[src/rtl/irq_prio_pkg.sv]
package irq_prio_pkg;

  // ----------------------------------------------------------------
  // Register map and field layout
  // ----------------------------------------------------------------
  localparam logic [15:0] PRIO_MISC_OFFSET = 16'h103C;
  localparam int          BOOT_BIT         = 7;
  localparam int          SPECIAL_MODE_FLAG_BIT         = 6;
  localparam int          MDA_BIT          = 5;
  localparam int          RDVIS_BIT        = 4;
  localparam logic [3:0]  SEL_RESET        = 4'h6;
  localparam logic [3:0]  SEL_RESERVED     = 4'h5;
  localparam int          NUM_MASKABLE     = 15;
  localparam int          NUM_NONMASK      = 6;

  // ----------------------------------------------------------------
  // Maskable source indices, default rank order (0 highest)
  // ----------------------------------------------------------------
  localparam logic [3:0] SRC_EXT   = 4'h0;
  localparam logic [3:0] SRC_RTI   = 4'h1;
  localparam logic [3:0] SRC_IC1   = 4'h2;
  localparam logic [3:0] SRC_IC2   = 4'h3;
  localparam logic [3:0] SRC_IC3   = 4'h4;
  localparam logic [3:0] SRC_OC1   = 4'h5;
  localparam logic [3:0] SRC_OC2   = 4'h6;
  localparam logic [3:0] SRC_OC3   = 4'h7;
  localparam logic [3:0] SRC_OC4   = 4'h8;
  localparam logic [3:0] SRC_IC4   = 4'h9;
  localparam logic [3:0] SRC_TOF   = 4'hA;
  localparam logic [3:0] SRC_PAOV  = 4'hB;
  localparam logic [3:0] SRC_PAEDG = 4'hC;
  localparam logic [3:0] SRC_SPI   = 4'hD;
  localparam logic [3:0] SRC_SCI   = 4'hE;

  // ----------------------------------------------------------------
  // Vector addresses
  // ----------------------------------------------------------------
  localparam logic [15:0] VEC_RESET   = 16'hFFFE;
  localparam logic [15:0] VEC_CLKMON  = 16'hFFFC;
  localparam logic [15:0] VEC_WDOG    = 16'hFFFA;
  localparam logic [15:0] VEC_ILLOP   = 16'hFFF8;
  localparam logic [15:0] VEC_SWTRAP  = 16'hFFF6;
  localparam logic [15:0] VEC_NMIPIN  = 16'hFFF4;
  localparam logic [15:0] VEC_EXT     = 16'hFFF2;
  localparam logic [15:0] VEC_RTI     = 16'hFFF0;
  localparam logic [15:0] VEC_IC1     = 16'hFFEE;
  localparam logic [15:0] VEC_STEP    = 16'h0002;
  localparam logic [15:0] VEC_SCI     = 16'hFFD6;
  localparam logic [15:0] VEC_NONE    = 16'h0000;

  // Non-maskable sources, bit 0 highest
  typedef struct packed {
    logic swtrap;
    logic illop;
    logic nmipin;
    logic wdog;
    logic clkmon;
    logic por;
  } nonmask_req_t;

  // Resolver answer toward the CPU
  typedef struct packed {
    logic        valid;
    logic        nonmask;
    logic [15:0] vector;
  } vec_ans_t;

endpackage

[src/rtl/interrupt_priority_resolver.sv]
`timescale 1ns/100ps

module interrupt_priority_resolver
  import irq_prio_pkg::*;
(
  input  wire logic                    REF_CLK_IN,
  input  wire logic                    ARST_N_IN,
  input  wire logic [15:0]             AVS_ADDRESS_IN,
  input  wire logic                    AVS_READ_IN,
  input  wire logic                    AVS_WRITE_IN,
  input  wire logic [31:0]             AVS_WRITEDATA_IN,
  input  wire logic [3:0]              AVS_BYTEENABLE_IN,
  output logic      [31:0]             AVS_READDATA_OUT,
  output logic                         AVS_WAITREQUEST_OUT,
  input  wire logic                    MODE_PIN_A_IN,
  input  wire logic                    MODE_PIN_B_IN,
  input  wire logic                    IMASK_IN,
  input  wire logic                    XMASK_IN,
  input  wire nonmask_req_t            NONMASK_REQ_IN,
  input  wire logic [NUM_MASKABLE-1:0] MASK_REQ_IN,
  input  wire logic [NUM_MASKABLE-1:0] LOCAL_EN_IN,
  output vec_ans_t                     VEC_ANS_OUT,
  output logic                         READ_VISIBLE_OUT,
  output logic                         BUS_CLK_OUT_EN_OUT
);

  // ----------------------------------------------------------------
  // Reset synchroniser
  // ----------------------------------------------------------------
  logic rst_meta_ff;
  logic rst_sync_ff;

  // Release is delayed two edges so all state leaves reset together
  always_ff @(posedge REF_CLK_IN or negedge ARST_N_IN)
  begin
    if (!ARST_N_IN)
    begin
      rst_meta_ff <= 1'b0;
      rst_sync_ff <= 1'b0;
    end
    else
    begin
      rst_meta_ff <= 1'b1;
      rst_sync_ff <= rst_meta_ff;
    end
  end

  // ----------------------------------------------------------------
  // Functions
  // ----------------------------------------------------------------
  // Code to promoted maskable index; reserved code folds onto external pin
  function automatic logic [3:0] sel_to_src(input logic [3:0] code);
    logic [3:0] src;
    src = SRC_EXT;
    case (code)
      4'h0:    src = SRC_TOF;
      4'h1:    src = SRC_PAOV;
      4'h2:    src = SRC_PAEDG;
      4'h3:    src = SRC_SPI;
      4'h4:    src = SRC_SCI;
      4'h5:    src = SRC_EXT;
      4'h6:    src = SRC_EXT;
      4'h7:    src = SRC_RTI;
      default: src = code - 4'h6;
    endcase
    return src;
  endfunction

  // Fixed vector per maskable source, independent of ranking
  function automatic logic [15:0] mask_vec(input logic [3:0] src);
    logic [15:0] v;
    v = VEC_IC1 - ({12'h000, src} - 16'h0002) * VEC_STEP;
    if (src == SRC_EXT)
      v = VEC_EXT;
    else if (src == SRC_RTI)
      v = VEC_RTI;
    return v;
  endfunction

  // ----------------------------------------------------------------
  // Mode capture and register state
  // ----------------------------------------------------------------
  typedef enum logic [1:0] {
    CAP_WAIT = 2'b01,
    CAP_DONE = 2'b10
  } cap_state_t;

  cap_state_t cap_ff;
  cap_state_t nxt_cap;
  logic       boot_rom_read_ff;
  logic       special_mode_flag_ff;
  logic       mode_a_latch_ff;
  logic       read_vis_ff;
  logic [3:0] prio_sel_ff;
  logic       ack_ff;
  logic [7:0] rd_byte_ff;
  logic       nxt_boot_rom_read;
  logic       nxt_special_mode_flag;
  logic       nxt_mode_a_latch;
  logic       nxt_read_vis;
  logic [3:0] nxt_prio_sel;
  logic       nxt_ack;
  logic [7:0] nxt_rd_byte;
  logic       hit;
  logic       wr_go;
  logic       rd_go;
  logic [7:0] reg_view;

  // Reads sample the register on the request cycle; writes commit only on
  // the accepting edge, so a master still held in wait changes nothing
  assign hit      = (AVS_ADDRESS_IN[15:2] == PRIO_MISC_OFFSET[15:2]);
  assign wr_go    = AVS_WRITE_IN && ack_ff && AVS_BYTEENABLE_IN[0];
  assign rd_go    = AVS_READ_IN && !ack_ff;
  assign reg_view = {boot_rom_read_ff & special_mode_flag_ff, special_mode_flag_ff,
                     mode_a_latch_ff, read_vis_ff, prio_sel_ff};

  // Next register values; mode pins caught on first cycle after release
  always_comb
  begin
    nxt_cap               = cap_ff;
    nxt_boot_rom_read     = boot_rom_read_ff;
    nxt_special_mode_flag = special_mode_flag_ff;
    nxt_mode_a_latch      = mode_a_latch_ff;
    nxt_read_vis          = read_vis_ff;
    nxt_prio_sel          = prio_sel_ff;
    nxt_ack               = (AVS_READ_IN || AVS_WRITE_IN) && !ack_ff;
    nxt_rd_byte           = 8'h00;
    case (cap_ff)
      CAP_WAIT:
      begin
        nxt_special_mode_flag = ~MODE_PIN_B_IN;
        nxt_mode_a_latch      = MODE_PIN_A_IN;
        nxt_boot_rom_read     = ~MODE_PIN_B_IN & ~MODE_PIN_A_IN;
        nxt_read_vis          = ~MODE_PIN_B_IN & MODE_PIN_A_IN;
        nxt_cap               = CAP_DONE;
        nxt_ack               = 1'b0;
      end
      CAP_DONE:
      begin
        if (hit && rd_go)
          nxt_rd_byte = reg_view;
        if (hit && wr_go)
        begin
          if (special_mode_flag_ff)
            nxt_boot_rom_read = AVS_WRITEDATA_IN[BOOT_BIT];
          nxt_read_vis = AVS_WRITEDATA_IN[RDVIS_BIT];
          if (IMASK_IN)
            nxt_prio_sel = AVS_WRITEDATA_IN[3:0];
        end
      end
      default: nxt_cap = CAP_WAIT;
    endcase
  end

  // Register update; the select field comes out of reset at SEL_RESET
  always_ff @(posedge REF_CLK_IN or negedge rst_sync_ff)
  begin
    if (!rst_sync_ff)
    begin
      cap_ff               <= CAP_WAIT;
      boot_rom_read_ff     <= 1'b0;
      special_mode_flag_ff <= 1'b0;
      mode_a_latch_ff      <= 1'b0;
      read_vis_ff          <= 1'b0;
      prio_sel_ff          <= SEL_RESET;
      ack_ff               <= 1'b0;
      rd_byte_ff           <= 8'h00;
    end
    else
    begin
      cap_ff               <= nxt_cap;
      boot_rom_read_ff     <= nxt_boot_rom_read;
      special_mode_flag_ff <= nxt_special_mode_flag;
      mode_a_latch_ff      <= nxt_mode_a_latch;
      read_vis_ff          <= nxt_read_vis;
      prio_sel_ff          <= nxt_prio_sel;
      ack_ff               <= nxt_ack;
      rd_byte_ff           <= nxt_rd_byte;
    end
  end

  // ----------------------------------------------------------------
  // Bus answer
  // ----------------------------------------------------------------
  // One wait state on every access; unmapped reads return zero
  // Read data stand only in the cycle in which waitrequest is low
  assign AVS_WAITREQUEST_OUT = (AVS_READ_IN || AVS_WRITE_IN) && !ack_ff;
  assign AVS_READDATA_OUT    = {24'h000000, rd_byte_ff};

  // ----------------------------------------------------------------
  // Visibility / bus clock control
  // ----------------------------------------------------------------
  // Expanded modes have mode A set; otherwise the bit gates the clock pin
  assign READ_VISIBLE_OUT   = read_vis_ff & mode_a_latch_ff;
  assign BUS_CLK_OUT_EN_OUT = ~read_vis_ff & ~mode_a_latch_ff;

  // ----------------------------------------------------------------
  // Priority resolution
  // ----------------------------------------------------------------
  logic [NUM_MASKABLE-1:0] live;
  logic [3:0]              prom_src;
  logic [15:0]             prom_vec;
  logic [3:0]              win_src;
  logic                    win_any;
  vec_ans_t                nxt_ans;
  vec_ans_t                ans_ff;

  // Enabled maskable requests, all blocked by the global mask
  assign live     = MASK_REQ_IN & LOCAL_EN_IN & {NUM_MASKABLE{~IMASK_IN}};
  assign prom_src = sel_to_src(prio_sel_ff);
  // Vector of the promoted source, kept as a net for the promotion check
  assign prom_vec = mask_vec(prom_src);

  // Promoted source first, then fixed order scanning from the lowest rank up, so the last live (highest) source wins
  always_comb
  begin
    win_src = 4'h0;
    win_any = 1'b0;
    for (int i = NUM_MASKABLE - 1; i >= 0; i--)
    begin
      if (live[i])
      begin
        win_src = 4'(i);
        win_any = 1'b1;
      end
    end
    if (live[prom_src])
      win_src = prom_src;
  end

  // Non-maskable ladder wins over any maskable request
  always_comb
  begin
    nxt_ans = '{valid: 1'b0, nonmask: 1'b0, vector: VEC_NONE};
    if (NONMASK_REQ_IN.por)
      nxt_ans = '{valid: 1'b1, nonmask: 1'b1, vector: VEC_RESET};
    else if (NONMASK_REQ_IN.clkmon)
      nxt_ans = '{valid: 1'b1, nonmask: 1'b1, vector: VEC_CLKMON};
    else if (NONMASK_REQ_IN.wdog)
      nxt_ans = '{valid: 1'b1, nonmask: 1'b1, vector: VEC_WDOG};
    else if (NONMASK_REQ_IN.nmipin && !XMASK_IN)
      nxt_ans = '{valid: 1'b1, nonmask: 1'b1, vector: VEC_NMIPIN};
    else if (NONMASK_REQ_IN.illop)
      nxt_ans = '{valid: 1'b1, nonmask: 1'b1, vector: VEC_ILLOP};
    else if (NONMASK_REQ_IN.swtrap)
      nxt_ans = '{valid: 1'b1, nonmask: 1'b1, vector: VEC_SWTRAP};
    else if (win_any)
      nxt_ans = '{valid: 1'b1, nonmask: 1'b0, vector: mask_vec(win_src)};
  end

  // Registered vector answer
  always_ff @(posedge REF_CLK_IN or negedge rst_sync_ff)
  begin
    if (!rst_sync_ff)
      ans_ff <= '{valid: 1'b0, nonmask: 1'b0, vector: VEC_NONE};
    else
      ans_ff <= nxt_ans;
  end

  assign VEC_ANS_OUT = ans_ff;
endmodule

[config.mk]
export PLATFORM = sky130hd
export DESIGN_NAME = interrupt_priority_resolver
export DESIGN_NICKNAME = d
export VERILOG_FILES = /design/src/rtl/irq_prio_pkg.sv /design/src/rtl/interrupt_priority_resolver.sv
export SDC_FILE = /design/constraint.sdc
export NUM_CORES = 1
export LEC_CHECK = 0
export BUFFER_PORTS_ARGS = -buffer_cell sky130_fd_sc_hd__buf_2
export CAP_MARGIN = 10
export CELL_PAD_IN_SITES_DETAIL_PLACEMENT = 2
export CELL_PAD_IN_SITES_GLOBAL_PLACEMENT = 2
export CORE_UTILIZATION = 21
export DETAILED_ROUTE_END_ITERATION = 12
export PLACE_DENSITY_LB_ADDON = 0.1
export SKIP_LAST_GASP = 1
export SLEW_MARGIN = 20
export SYNTH_ARGS = -nofsm -noshare
export SYNTH_HDL_FRONTEND = slang
export SYNTH_SLANG_ARGS = --single-unit
[constraint.sdc]
create_clock -name REF_CLK_IN -period 1.1 [get_ports REF_CLK_IN]
set_input_delay 0.22 -clock REF_CLK_IN [delete_from_list [all_inputs] [get_ports REF_CLK_IN]]
set_output_delay 0.22 -clock REF_CLK_IN [all_outputs]
set_load 0.05 [all_outputs]
==> flow_metrics.env <==
export IMPL_fp_row_count=36
export IMPL_r2r_cells=12
export IMPL_synth_seq_area_share=0.3429
export IMPL_cts_made_buffers=5
export IMPL_drc=0
export IMPL_nNetsFinal=502
export IMPL_synth_edf_count=0
export IMPL_rsz0062_at_grt="true"
export IMPL_die_h_um=102.6
export IMPL_ys_ff_latch=29
export IMPL_start_util=0.2176
export IMPL_gp_congestion=0.7875
export IMPL_r2r_end="VEC_ANS_OUT[5]"
export IMPL_drt_iter0_drc=28
export IMPL_clock_path_buffers=2
export IMPL_antenna_found_initial=0
export IMPL_cts_clk_slew_worst_paths_ns=0.07
export IMPL_skew_ns=0.006769
export IMPL_syn_area_um2=2127
export IMPL_hp_class="input pin to flop"
export IMPL_yosys_warnings=0
export IMPL_ant_nets=0
export IMPL_r2r_slack_ns=-1.80
export IMPL_fmax_ghz=0.3454
export IMPL_avgRoutedWirePerCell_um=14.43
export IMPL_status="finished with violations"
export IMPL_dp_hpwl_um=6232
export IMPL_insertion_delay_ns=0.27
export IMPL_violations="setup timing"
export IMPL_final_cells=537
export IMPL_numPortBuffers=92
export IMPL_worstPathArrival_ns=3.05
export IMPL_setup_ws_ns=-1.795
export IMPL_grt_pass1_vias=2452
export IMPL_final_hold_viol_count=0
export IMPL_tns_ns=-18.64
export IMPL_fin_util=0.3824
export IMPL_syn_area_per_cell_um2=8.753
export IMPL_area_delta_synth_final_pct=75.71
export IMPL_cts_tree="yes"
export IMPL_start_kind="flop"
export IMPL_synth_area_top_cells="dfrtp_1 (31%), buf_4 (12%), nand2_1 (4.9%)"
export IMPL_synth_async_reset_ratio=1.000
export IMPL_yosysTopAreaCell="dfrtp_1"
export IMPL_criticalPathCategory="flop to flop"
export IMPL_wl_um=7747
export IMPL_drive_above_1_share=0.5842
export IMPL_grt_overflow=0
export IMPL_grt_start_max_net_pins=28
export IMPL_leakage_nw=1.777
export IMPL_yosysUniqueCellTypes=57
export IMPL_io_pins=149
export IMPL_setup_viol=34
export IMPL_maxSlewViolCount=0
export IMPL_die_w_um=102.6
export IMPL_dp_cells=512
export IMPL_hold_path_startpoint="AVS_WRITEDATA_IN[0]"
export IMPL_endpoint="VEC_ANS_OUT[5]"
export IMPL_p_per_area_nw_per_um2=884.8
export IMPL_crit_path_end_kind="flop"
export IMPL_diodes=0
export IMPL_grt_pass1_wl_um=12060
export IMPL_synthCells=243
export IMPL_power_w=0.003307
export IMPL_vias=2345
export IMPL_yosysTopAreaCellShare=0.3059
export IMPL_first_pass_iters=4
export IMPL_vdd_drop_max_mv=0.5781
export IMPL_cts_root_buf="clkbuf_8"
export IMPL_crit_fanout=8
export IMPL_crit_start="prio_sel_ff[1]"
export IMPL_fin_crit_ns=2.895
export IMPL_pre_cts_ws_ns=-1.851
export IMPL_die_area_um2=10540
export IMPL_core_area_um2=9774
export IMPL_maxCapViolCount=0
export IMPL_clkSinkCount=29
export IMPL_r2r_start="prio_sel_ff[1]"
export IMPL_htree_levels=2
export IMPL_period_share=2.632
export IMPL_cp_required_ns=1.25
export IMPL_grt_use_total=0.1483
export IMPL_vias_per_cell=4.367
export IMPL_synth_flop_cell="dfrtp_1"
## stage by stage
step	hold slack, ns	instance area, um2
2_1_floorplan	-0.07559	2283
3_3_place_gp	0.009229	3068
3_5_place_dp	0.01213	3068
4_1_cts	0.1555	3498
5_1_grt	0.1816	3737
6_report	0.1610	3737
## power by group
group / internal, W / total [W] / switching, W
logic: 0.000485 / 0.00113 / 0.000643
clock network: 0.000671 / 0.00107 / 0.000398
registers: 0.00109 / 0.00111 / 0.0000169
total: 0.00225 / 0.00331 / 0.00106
## cell usage after synthesis, drive strengths merged (5+ instances only)
| cell | number |
|---|---|
| nor2 | 15 |
| dfrtp | 26 |
| buf | 38 |
| nor3 | 11 |
| mux2 | 5 |
| o21ai | 7 |
| nand2 | 28 |
| a21oi | 15 |
| nand2b | 5 |
| nor2b | 5 |
| and2 | 11 |
| inv | 8 |
## repair_timing
action / 4_1_cts / 5_1_grt
setup endpoints to repair: 38 / 46
hold endpoints to repair: 2 / 0
cloned: 0 / 0
buffers inserted: 14 / 5
hold buffers: 1 / 0
gates resized for setup: 54 / 55
pin swaps: 23 / 18
## critical path, cell delays in order (launching register included)
cell       delay, ns
dfstp_2         0.63
ha_4            0.17
inv_4           0.04
a221oi_4        0.35
o2111ai_2       0.18
and2_4          0.18
and2_4          0.16
mux2_4          0.31
ha_4            0.18
xnor2_4         0.15
ha_4            0.22
a21oi_2         0.11
o31ai_1         0.08
## routing by layer
| metal | vias to the layer above | part of all wire | track usage |
|---|---|---|---|
| li1 | 1132 | - | - |
| met1 | 1141 | 0.43 | 0.1830 |
| met3 | 2 | 0.041 | 0.01966 |
| met2 | 70 | 0.53 | 0.2754 |
| met4 | 0 | 0.0052 | 0.02637 |
| met5 | - | 0 | 0 |
## cells by family after synthesis
family	synth area share
AOI/OAI and AO/OA	0.1894
xor gates and xnor gates	0.004118
adders and majority gates	0.01765
buffers and inverters	0.1506
DFF	0.3429
muxes	0.03764
other	0.003531
and+or+nand+nor	0.2541
## cell type report
class | instances | area (um2)
fillers | 1129 | 6037
multi-input cells | 192 | 1476
repair buffers | 167 | 1224
flip-flops and latches | 29 | 730.7
well taps | 133 | 166.4
clock buffers | 6 | 72.57
clock inverters | 2 | 35.03
inverters | 8 | 32.53
## flip-flops by register name, summed over array words and instances, names as in the netlist
signal / count
VEC_ANS_OUT: 8
special_mode_flag_ff: 1
cap_ff: 2
rd_byte_ff: 8
ack_ff: 1
read_vis_ff: 1
rst_sync_ff: 1
prio_sel_ff: 4
boot_rom_read_ff: 1
mode_a_latch_ff: 1
rst_meta_ff: 1
## worst min-delay path by stage
stage	to	depth (start not counted)
after floorplan	rst_meta_ff	0
after CTS	prio_sel_ff[0]	3
after global routing	special_mode_flag_ff	2
after detailed placement	rst_sync_ff	1
final	prio_sel_ff[0]	3
after global placement	rst_sync_ff	1
## cell usage in the layout (no fill, tap or decap), drive strengths merged, types with 5 or more instances in the layout
master | netlist | final
nor2 | 15 | 15
and2 | 11 | 11
o21ai | 7 | 7
inv | 8 | 8
nor2b | 5 | 5
a21oi | 15 | 15
nand2 | 28 | 28
nand2b | 5 | 5
mux2 | 5 | 5
conb | 2 | 26
nor3 | 11 | 11
buf | 38 | 158
dfrtp | 26 | 26
clkbuf | 0 | 14
Power figures use the tool's default switching activity.
